$ cat config.mk
export PLATFORM = sky130hd
export DESIGN_NAME = crpt_sequencer
export DESIGN_NICKNAME = d
export VERILOG_FILES = /design/src/crpt_pkg.sv /design/src/crpt_sequencer.sv
export SDC_FILE = /design/constraint.sdc
export NUM_CORES = 1
export LEC_CHECK = 0
export BUFFER_PORTS_ARGS = -buffer_cell sky130_fd_sc_hd__buf_2
export CORE_MARGIN = 4
export CORE_UTILIZATION = 35
export DETAILED_ROUTE_END_ITERATION = 8
export SYNTH_ARGS = -nofsm -noshare
export SYNTH_HDL_FRONTEND = slang
export SYNTH_SLANG_ARGS = --single-unit
$ cat constraint.sdc
create_clock -name sys_clk -period 4.73 [get_ports sys_clk]
set_clock_uncertainty 0.05 [all_clocks]
set_input_delay 0.946 -clock sys_clk [delete_from_list [all_inputs] [get_ports sys_clk]]
set_output_delay 0.946 -clock sys_clk [all_outputs]
set_load 0.01 [all_outputs]
$ cat src/crpt_pkg.sv
// constants for the register pattern self-test sequencer
// assumes a register port with one-cycle read latency on the far side
package crpt_pkg;
	localparam logic [31:0] PAT_A        = 32'h5555_5555;
	localparam logic [31:0] PAT_B        = 32'hAAAA_AAAA;
	localparam int          N_CALLER     = 7;
	localparam int          N_CALLEE     = 9;
	localparam int          N_CTRL       = 8;
	localparam logic [3:0]  CTRL_FLOAT_IX = 4'h7;
	// general register numbers, caller-saved group then callee-saved group
	localparam logic [3:0]  GPR_LIST [16] = '{4'h1, 4'h2, 4'h3, 4'h4, 4'h5, 4'hE, 4'hF,
		4'h0, 4'h6, 4'h7, 4'h8, 4'h9, 4'hA, 4'hB, 4'hC, 4'hD};
	// control register selectors: isp usp vector_table_base psw bpc backup_status_word fast_interrupt_vector float_status_word
	localparam logic [2:0]  CTRL_SEL [8] = '{3'h0, 3'h1, 3'h2, 3'h3, 3'h4, 3'h5, 3'h6, 3'h7};
	// writable-bit masks; fixed bits are forced off in substitute patterns
	localparam logic [31:0] CTRL_MASK [8] = '{32'hFFFF_FFFC, 32'hFFFF_FFFC, 32'hFFFF_FFFC,
		32'h0013_000F, 32'hFFFF_FFFE, 32'h0013_000F, 32'hFFFF_FFFC, 32'h7C00_7CFF};
	localparam logic [31:0] PSW_ALT_MASK = 32'h0013_000F;
	localparam logic [31:0] RST_DATA     = 32'h0000_0000;
	typedef enum logic [3:0] {
		CRPT_IDLE, CRPT_WR_A, CRPT_WR_B, CRPT_RD_A, CRPT_RD_B, CRPT_CAP, CRPT_CHK,
		CRPT_CWR, CRPT_CRD, CRPT_CWT, CRPT_CCHK, CRPT_DONE, CRPT_FAULT
	} crpt_state_t;
endpackage : crpt_pkg

$ cat src/crpt_sequencer.sv
// register pattern self-test sequencer: gpr pairs then control registers
// assumes the register file answers a read on the cycle after rd_en
// Notes on behaviour
// - first group two at a time
// - second group tests r0 and two at a time
// - each pair loaded with 0x55555555, read back, values must match
// - then pair loaded with 0xAAAAAAAA, read back, must match again
// - control test covers eight control registers stack to float status, seven (no float status) without HAS_FPU
// - each control register written, read, compared for both patterns
// - fixed bits handled by masked substitute patterns the register can hold
// - control test runs only after the general registers passed, or at once when RUN_CALLER and RUN_CALLEE are both off
// - any mismatch goes to common fault path, no result code
// - variant option selects PSW_ALT_MASK for both status words, equal to their default mask
`timescale 1ns/1ns
`default_nettype none
module crpt_sequencer #(
	parameter bit HAS_FPU     = 1'b1,
	parameter bit ALT_PSW     = 1'b0,
	parameter bit RUN_CALLER  = 1'b1,
	parameter bit RUN_CALLEE  = 1'b1,
	parameter bit RUN_CONTROL = 1'b1
) (
	// clock and reset
	input  wire logic        sys_clk,
	input  wire logic        rst_b,
	// control
	input  wire logic        start,
	output logic             busy,
	output logic             done,
	output logic             fault,
	// general register port
	output logic             gpr_we,
	output logic             gpr_re,
	output logic [3:0]       gpr_addr,
	output logic [31:0]      gpr_wdata,
	input  wire logic [31:0] gpr_rdata,
	// control register port
	output logic             ctl_we,
	output logic             ctl_re,
	output logic [2:0]       ctl_sel,
	output logic [31:0]      ctl_wdata,
	input  wire logic [31:0] ctl_rdata
);
	localparam int N_GPR = crpt_pkg::N_CALLER + crpt_pkg::N_CALLEE;

	function automatic logic [31:0] ctl_mask(input logic [3:0] ix);
		logic [31:0] m;
		m = crpt_pkg::CTRL_MASK[ix[2:0]];
		if (ALT_PSW && (ix == 4'h3 || ix == 4'h5))
			m = crpt_pkg::PSW_ALT_MASK;
		return m;
	endfunction : ctl_mask

	crpt_pkg::crpt_state_t st_r, st_nxt;
	logic [4:0]  ix_r, ix_nxt;
	logic        pat_r, pat_nxt;
	logic [31:0] first_r, first_nxt;
	logic        busy_nxt, done_nxt, fault_nxt;
	logic        gwe_nxt, gre_nxt, cwe_nxt, cre_nxt;
	logic [3:0]  gad_nxt;
	logic [2:0]  csel_nxt;
	logic [31:0] gwd_nxt, cwd_nxt;
	logic [31:0] pat_val, exp_c;
	logic [4:0]  gpr_first, gpr_last;
	logic [3:0]  ctl_last;
	logic [4:0]  pair_lo;

	always_comb begin
		pat_val   = pat_r ? crpt_pkg::PAT_B : crpt_pkg::PAT_A;
		exp_c     = pat_val & ctl_mask(ix_r[3:0]);
		gpr_first = RUN_CALLER ? 5'h00 : 5'(crpt_pkg::N_CALLER);
		gpr_last  = RUN_CALLEE ? 5'(N_GPR - 1) : 5'(crpt_pkg::N_CALLER - 1);
		ctl_last  = HAS_FPU ? 4'(crpt_pkg::N_CTRL - 1) : crpt_pkg::CTRL_FLOAT_IX - 4'h1;
		// odd count in a group: last register pairs with itself
		pair_lo   = (ix_r == gpr_last || ix_r == 5'(crpt_pkg::N_CALLER - 1)) ? ix_r : ix_r + 5'h01;
		st_nxt    = st_r;
		ix_nxt    = ix_r;
		pat_nxt   = pat_r;
		first_nxt = first_r;
		busy_nxt  = busy;
		done_nxt  = done;
		fault_nxt = fault;
		gwe_nxt   = 1'b0;
		gre_nxt   = 1'b0;
		cwe_nxt   = 1'b0;
		cre_nxt   = 1'b0;
		gad_nxt   = gpr_addr;
		gwd_nxt   = gpr_wdata;
		csel_nxt  = ctl_sel;
		cwd_nxt   = ctl_wdata;
		case (st_r)
			crpt_pkg::CRPT_IDLE, crpt_pkg::CRPT_DONE: begin
				if (start) begin
					busy_nxt = 1'b1;
					done_nxt = 1'b0;
					pat_nxt  = 1'b0;
					if (RUN_CALLER || RUN_CALLEE) begin
						ix_nxt = gpr_first;
						st_nxt = crpt_pkg::CRPT_WR_A;
					end else begin
						ix_nxt = 5'h00;
						st_nxt = crpt_pkg::CRPT_CWR;
					end
				end
			end
			crpt_pkg::CRPT_WR_A: begin
				gwe_nxt = 1'b1;
				gad_nxt = crpt_pkg::GPR_LIST[ix_r[3:0]];
				gwd_nxt = pat_val;
				st_nxt  = crpt_pkg::CRPT_WR_B;
			end
			crpt_pkg::CRPT_WR_B: begin
				gwe_nxt = 1'b1;
				gad_nxt = crpt_pkg::GPR_LIST[pair_lo[3:0]];
				st_nxt  = crpt_pkg::CRPT_RD_A;
			end
			crpt_pkg::CRPT_RD_A: begin
				gre_nxt = 1'b1;
				gad_nxt = crpt_pkg::GPR_LIST[ix_r[3:0]];
				st_nxt  = crpt_pkg::CRPT_RD_B;
			end
			crpt_pkg::CRPT_RD_B: begin
				gre_nxt   = 1'b1;
				gad_nxt   = crpt_pkg::GPR_LIST[pair_lo[3:0]];
				st_nxt    = crpt_pkg::CRPT_CAP;
			end
			crpt_pkg::CRPT_CAP: begin
				// first register's read data lands now, the second one next cycle
				first_nxt = gpr_rdata;
				st_nxt    = crpt_pkg::CRPT_CHK;
			end
			crpt_pkg::CRPT_CHK: begin
				if (gpr_rdata != first_r || first_r != pat_val) begin
					st_nxt = crpt_pkg::CRPT_FAULT;
				end else if (!pat_r) begin
					pat_nxt = 1'b1;
					st_nxt  = crpt_pkg::CRPT_WR_A;
				end else if (pair_lo != gpr_last) begin
					pat_nxt = 1'b0;
					ix_nxt  = pair_lo + 5'h01;
					st_nxt  = crpt_pkg::CRPT_WR_A;
				end else if (RUN_CONTROL) begin
					pat_nxt = 1'b0;
					ix_nxt  = 5'h00;
					st_nxt  = crpt_pkg::CRPT_CWR;
				end else begin
					st_nxt = crpt_pkg::CRPT_DONE;
				end
			end
			crpt_pkg::CRPT_CWR: begin
				cwe_nxt  = 1'b1;
				csel_nxt = crpt_pkg::CTRL_SEL[ix_r[2:0]];
				cwd_nxt  = exp_c;
				st_nxt   = crpt_pkg::CRPT_CRD;
			end
			crpt_pkg::CRPT_CRD: begin
				cre_nxt = 1'b1;
				st_nxt  = crpt_pkg::CRPT_CWT;
			end
			crpt_pkg::CRPT_CWT: begin
				// read data arrives the cycle after the read strobe
				st_nxt = crpt_pkg::CRPT_CCHK;
			end
			crpt_pkg::CRPT_CCHK: begin
				if ((ctl_rdata & ctl_mask(ix_r[3:0])) != exp_c) begin
					st_nxt = crpt_pkg::CRPT_FAULT;
				end else if (!pat_r) begin
					pat_nxt = 1'b1;
					st_nxt  = crpt_pkg::CRPT_CWR;
				end else if (ix_r[3:0] != ctl_last) begin
					pat_nxt = 1'b0;
					ix_nxt  = ix_r + 5'h01;
					st_nxt  = crpt_pkg::CRPT_CWR;
				end else begin
					st_nxt = crpt_pkg::CRPT_DONE;
				end
			end
			crpt_pkg::CRPT_FAULT: begin
				st_nxt = crpt_pkg::CRPT_FAULT;
			end
			default: st_nxt = crpt_pkg::CRPT_IDLE;
		endcase
		if (st_nxt == crpt_pkg::CRPT_DONE && st_r != crpt_pkg::CRPT_DONE) begin
			done_nxt = 1'b1;
			busy_nxt = 1'b0;
		end
		if (st_nxt == crpt_pkg::CRPT_FAULT) begin
			fault_nxt = 1'b1;
			busy_nxt  = 1'b0;
		end
	end

	always_ff @(posedge sys_clk) begin
		if (!rst_b) begin
			st_r      <= crpt_pkg::CRPT_IDLE;
			ix_r      <= 5'h00;
			pat_r     <= 1'b0;
			first_r   <= crpt_pkg::RST_DATA;
			busy      <= 1'b0;
			done      <= 1'b0;
			fault     <= 1'b0;
			gpr_we    <= 1'b0;
			gpr_re    <= 1'b0;
			gpr_addr  <= 4'h0;
			gpr_wdata <= crpt_pkg::RST_DATA;
			ctl_we    <= 1'b0;
			ctl_re    <= 1'b0;
			ctl_sel   <= 3'h0;
			ctl_wdata <= crpt_pkg::RST_DATA;
		end else begin
			st_r      <= st_nxt;
			ix_r      <= ix_nxt;
			pat_r     <= pat_nxt;
			first_r   <= first_nxt;
			busy      <= busy_nxt;
			done      <= done_nxt;
			fault     <= fault_nxt;
			gpr_we    <= gwe_nxt;
			gpr_re    <= gre_nxt;
			gpr_addr  <= gad_nxt;
			gpr_wdata <= gwd_nxt;
			ctl_we    <= cwe_nxt;
			ctl_re    <= cre_nxt;
			ctl_sel   <= csel_nxt;
			ctl_wdata <= cwd_nxt;
		end
	end
endmodule : crpt_sequencer
`default_nettype wire

==> flow_summary.json <==
{
  "run_status": "complete, no violations",
  "p_int_mw": 1.17,
  "synthFlopType": "dfxtp_1",
  "final-instance-count-excl-fill": 852,
  "grt_setup_unrepaired": "no",
  "clkSinkCount": 68,
  "maxCapViolCount": 0,
  "drt_wl_total_um": 12800,
  "synthesis.yosys.warnings": 0,
  "vdd.ir_drop.worst_v": 0.000195,
  "design.die.area_mm2": 0.0153,
  "critical_path_cell_count": 13,
  "crit_buf_inv": 2,
  "power.switching_fraction": 0.318,
  "area_growth_syn_to_layout_pct": 16.2,
  "total_number_of_vias": 4405,
  "critical_path.top_delay_family": "adder cells",
  "grt.total_usage": 0.161,
  "cts_htree_levels": 3,
  "chipWidth_um": 124,
  "fin_crit_sh": 0.767,
  "rows": 42,
  "drt_iter0_markers": 228,
  "holdCritStartpoint": "ctl_wdata[3]$_SDFFE_PN0P_",
  "mappedNetlistArea_mm2": 0.00469,
  "crit_path_start": "ix_r[0]$_SDFFE_PN0P_",
  "area_inside_the_core_boundary_mm2": 0.0132,
  "synth_async_sr_flop_share": 0,
  "worst_r2r_startpoint": "ix_r[0]$_SDFFE_PN0P_",
  "worstSetupEndpointType": "register",
  "post_synthesis_instance_total": 592,
  "hold_path_depth": 2,
  "cts_root_buffer": "clkbuf_16",
  "first_global_vias": 4134,
  "ff2ff_setup_slack_ns": 1.10,
  "grt-ovfl-total": 0,
  "avgViaCountPerCell": 5.17,
  "cts_resized": 0,
  "placed_cell_area_mm2": 0.00516,
  "achievable-frequency_mhz": 276,
  "post_route_antenna_net_violation_count": 0,
  "grt_first_pass_wirelength_um": 19800,
  "synth.net_count": 671,
  "cts_tree": "built",
  "design.portCount": 145,
  "worstPathCellList": "ha_1 -> nand3_1 -> inv_1 -> ha_1 -> a21oi_1 -> o21ai_0 -> inv_1 -> ha_1 -> and4b_1 -> o21ai_0 -> nor4b_4 -> nor3_1 -> o21a_1",
  "syn-mean-instance-area_um2": 7.93,
  "floorplan.die.height_um": 124,
  "synthDistinctLibCells": 68,
  "maxSlewHeadroom": 0.227,
  "slowest_delay_ns": 0.62,
  "worst_slew_pin_slew_ns": 1.16,
  "clock_insertion_delay_worst_skew_ns": 0.34,
  "finalWorstPathRequiredPeriod_ns": 3.63,
  "power.share.sequential": 0.386,
  "final-setup-viol-count": 0,
  "ys_ff_latch": 68,
  "setup.worst_path.class": "register to register",
  "final.setup.tns_ns": 0,
  "cp-start-kind": "register",
  "design.final.nets": 750,
  "hold_slack_ns": 0.415,
  "n_antenna_cell": 0,
  "path_max_fanout": 13,
  "routabilityCongestion": 0.837,
  "worst_setup_hold_path_clk_slew_ns": 0.06,
  "edff_count_synth": 0,
  "clock_tree.buffer_depth": 2,
  "power_frac_comb": 0.239,
  "grt_start_max_net_pins": 41,
  "drive_above_1_share": 0.269,
  "final_util": 0.413,
  "powerDensity_mw_per_mm2": 314,
  "cts_post_setup_buffers_inserted": 0,
  "numPlacedInstances": 836,
  "power.net_switching_mw": 0.543,
  "p_clk_frac": 0.375,
  "number_of_drc_violations_after_detailed_routing": 0,
  "cp.required_ns": 4.91,
  "start_util": 0.356,
  "cts_buffers": 9,
  "timing.critical_path.mode_cell": "ha_1",
  "final-max-slew-violation-count": 0,
  "wl_per_cell_um": 15.0,
  "final_area_mm2": 0.00545,
  "drt_first_pass_iters": 4,
  "dp_hpwl_um": 9570,
  "hold_path.class": "register to register",
  "grt_antenna_before_repair": 0,
  "timing.critical_path.slowest_stage_cell": "dfxtp_1",
  "timing.final.hold_violations": 0,
  "data_arrival_time_of_the_worst_path_ns": 3.81,
  "number_of_buffers_added_on_ports": 144,
  "holdBufCountCts": 0,
  "seq_area_frac_synth": 0.290,
  "r2r_cells": 13,
  "layout.filler_cells": 1339,
  "power.static_leakage_nw": 2.39
}
metrics by stage:
stage | setup slack, ns | power (mW)
floorplan | 1.70 | 0.975
global placement | 1.21 | 1.07
detailed placement | 1.13 | 1.08
CTS | 1.14 | 1.73
global route | 0.818 | 1.81
finish | 1.10 | 1.71
tightest hold or removal path, stage by stage (launching register included):
cell,delay [ns]
dfxtp_1,0.30
nand2_1,0.05
a21boi_0,0.06
power by group through the flow:
stage                     clock network [mW]  registers (mW)  logic [mW]
final                                  0.641           0.661       0.408
after floorplan                            0           0.657       0.318
after detailed placement                   0           0.670       0.408
after CTS                              0.658           0.659       0.413
after global routing                   0.686           0.668       0.457
after global placement                     0           0.670       0.405
Yosys cell counts (13+ instances only):
master    number  area share
clkbuf_1      24       0.019
dfxtp_1       68        0.29
a21oi_1       47       0.050
nand2_1      101       0.081
xor2_1        32       0.060
nor2b_1       13       0.017
nor2_1        20       0.016
nor4bb_1      14       0.030
inv_1         18       0.014
o21ai_0       18       0.019
buf_4         52       0.083
cell families (layout without fill, tap and decap cells):
logic type / after synthesis / after routing / synth area share
buffers and inverters: 101 / 185 / 0.124
AO/OA/AOI/OAI: 121 / 121 / 0.170
multiplexers: 16 / 16 / 0.0352
AND/OR/NAND/NOR: 236 / 236 / 0.277
flip-flops: 68 / 68 / 0.290
adder cells (fa/ha/maj): 12 / 12 / 0.0320
XOR/XNOR: 38 / 38 / 0.0709
flip-flops by register name (all words and copies together), names as in the netlist:
name       count
first_r       32
ctl_wdata     10
ix_r           5
gpr_addr       4
st_r           4
ctl_sel        3
gpr_wdata      2
busy           1
ctl_re         1
ctl_we         1
done           1
fault          1
gpr_re         1
gpr_we         1
pat_r          1
worst paths after layout:
check | end
min | ctl_wdata[3]$_SDFFE_PN0P_
min reg2reg | ctl_wdata[3]$_SDFFE_PN0P_
max | fault$_SDFFE_PN0N_
max reg2reg | fault$_SDFFE_PN0N_
cell type report:
class | instances | area, µm² | area share
Clock inverter | 5 | 35.0 | 0.00642
Sequential cell | 68 | 1360 | 0.250
Multi-Input combinational cell | 423 | 2750 | 0.504
Clock buffer | 11 | 253 | 0.0464
Timing Repair Buffer | 149 | 758 | 0.139
Inverter | 20 | 75.1 | 0.0138
Tap cell | 176 | 220 | 0.0404
cell usage in the layout (no fill, tap or decap), types with 4 or more instances in the layout:
| cell type | count |
|---|---|
| xnor2_1 | 6 |
| ha_1 | 12 |
| nor3b_1 | 7 |
| nor3_1 | 11 |
| dfxtp_1 | 68 |
| nor4_1 | 10 |
| nor4bb_1 | 14 |
| and2_1 | 4 |
| mux2i_1 | 12 |
| and3b_1 | 5 |
| nor2_1 | 19 |
| a21boi_0 | 10 |
| nand2_1 | 101 |
| a31oi_1 | 5 |
| nor2b_1 | 13 |
| nand4b_1 | 8 |
| nand2b_1 | 6 |
| xor2_1 | 32 |
| clkbuf_16 | 9 |
| and3_1 | 5 |
| mux2_2 | 4 |
| nand4_1 | 6 |
| nand3_1 | 11 |
| o21ai_0 | 18 |
| buf_2 | 144 |
| inv_1 | 18 |
| buf_4 | 5 |
| a21oi_1 | 47 |
metal layers:
metal  up-vias  wire length [µm]  global-route usage
li1       2185                 -                   -
met1      2058              5480               0.207
met2       150              6170               0.272
met3        12               961              0.0363
met4         0               145              0.0422
met5         -                 0                   0
(Power assumes the default switching activity.)
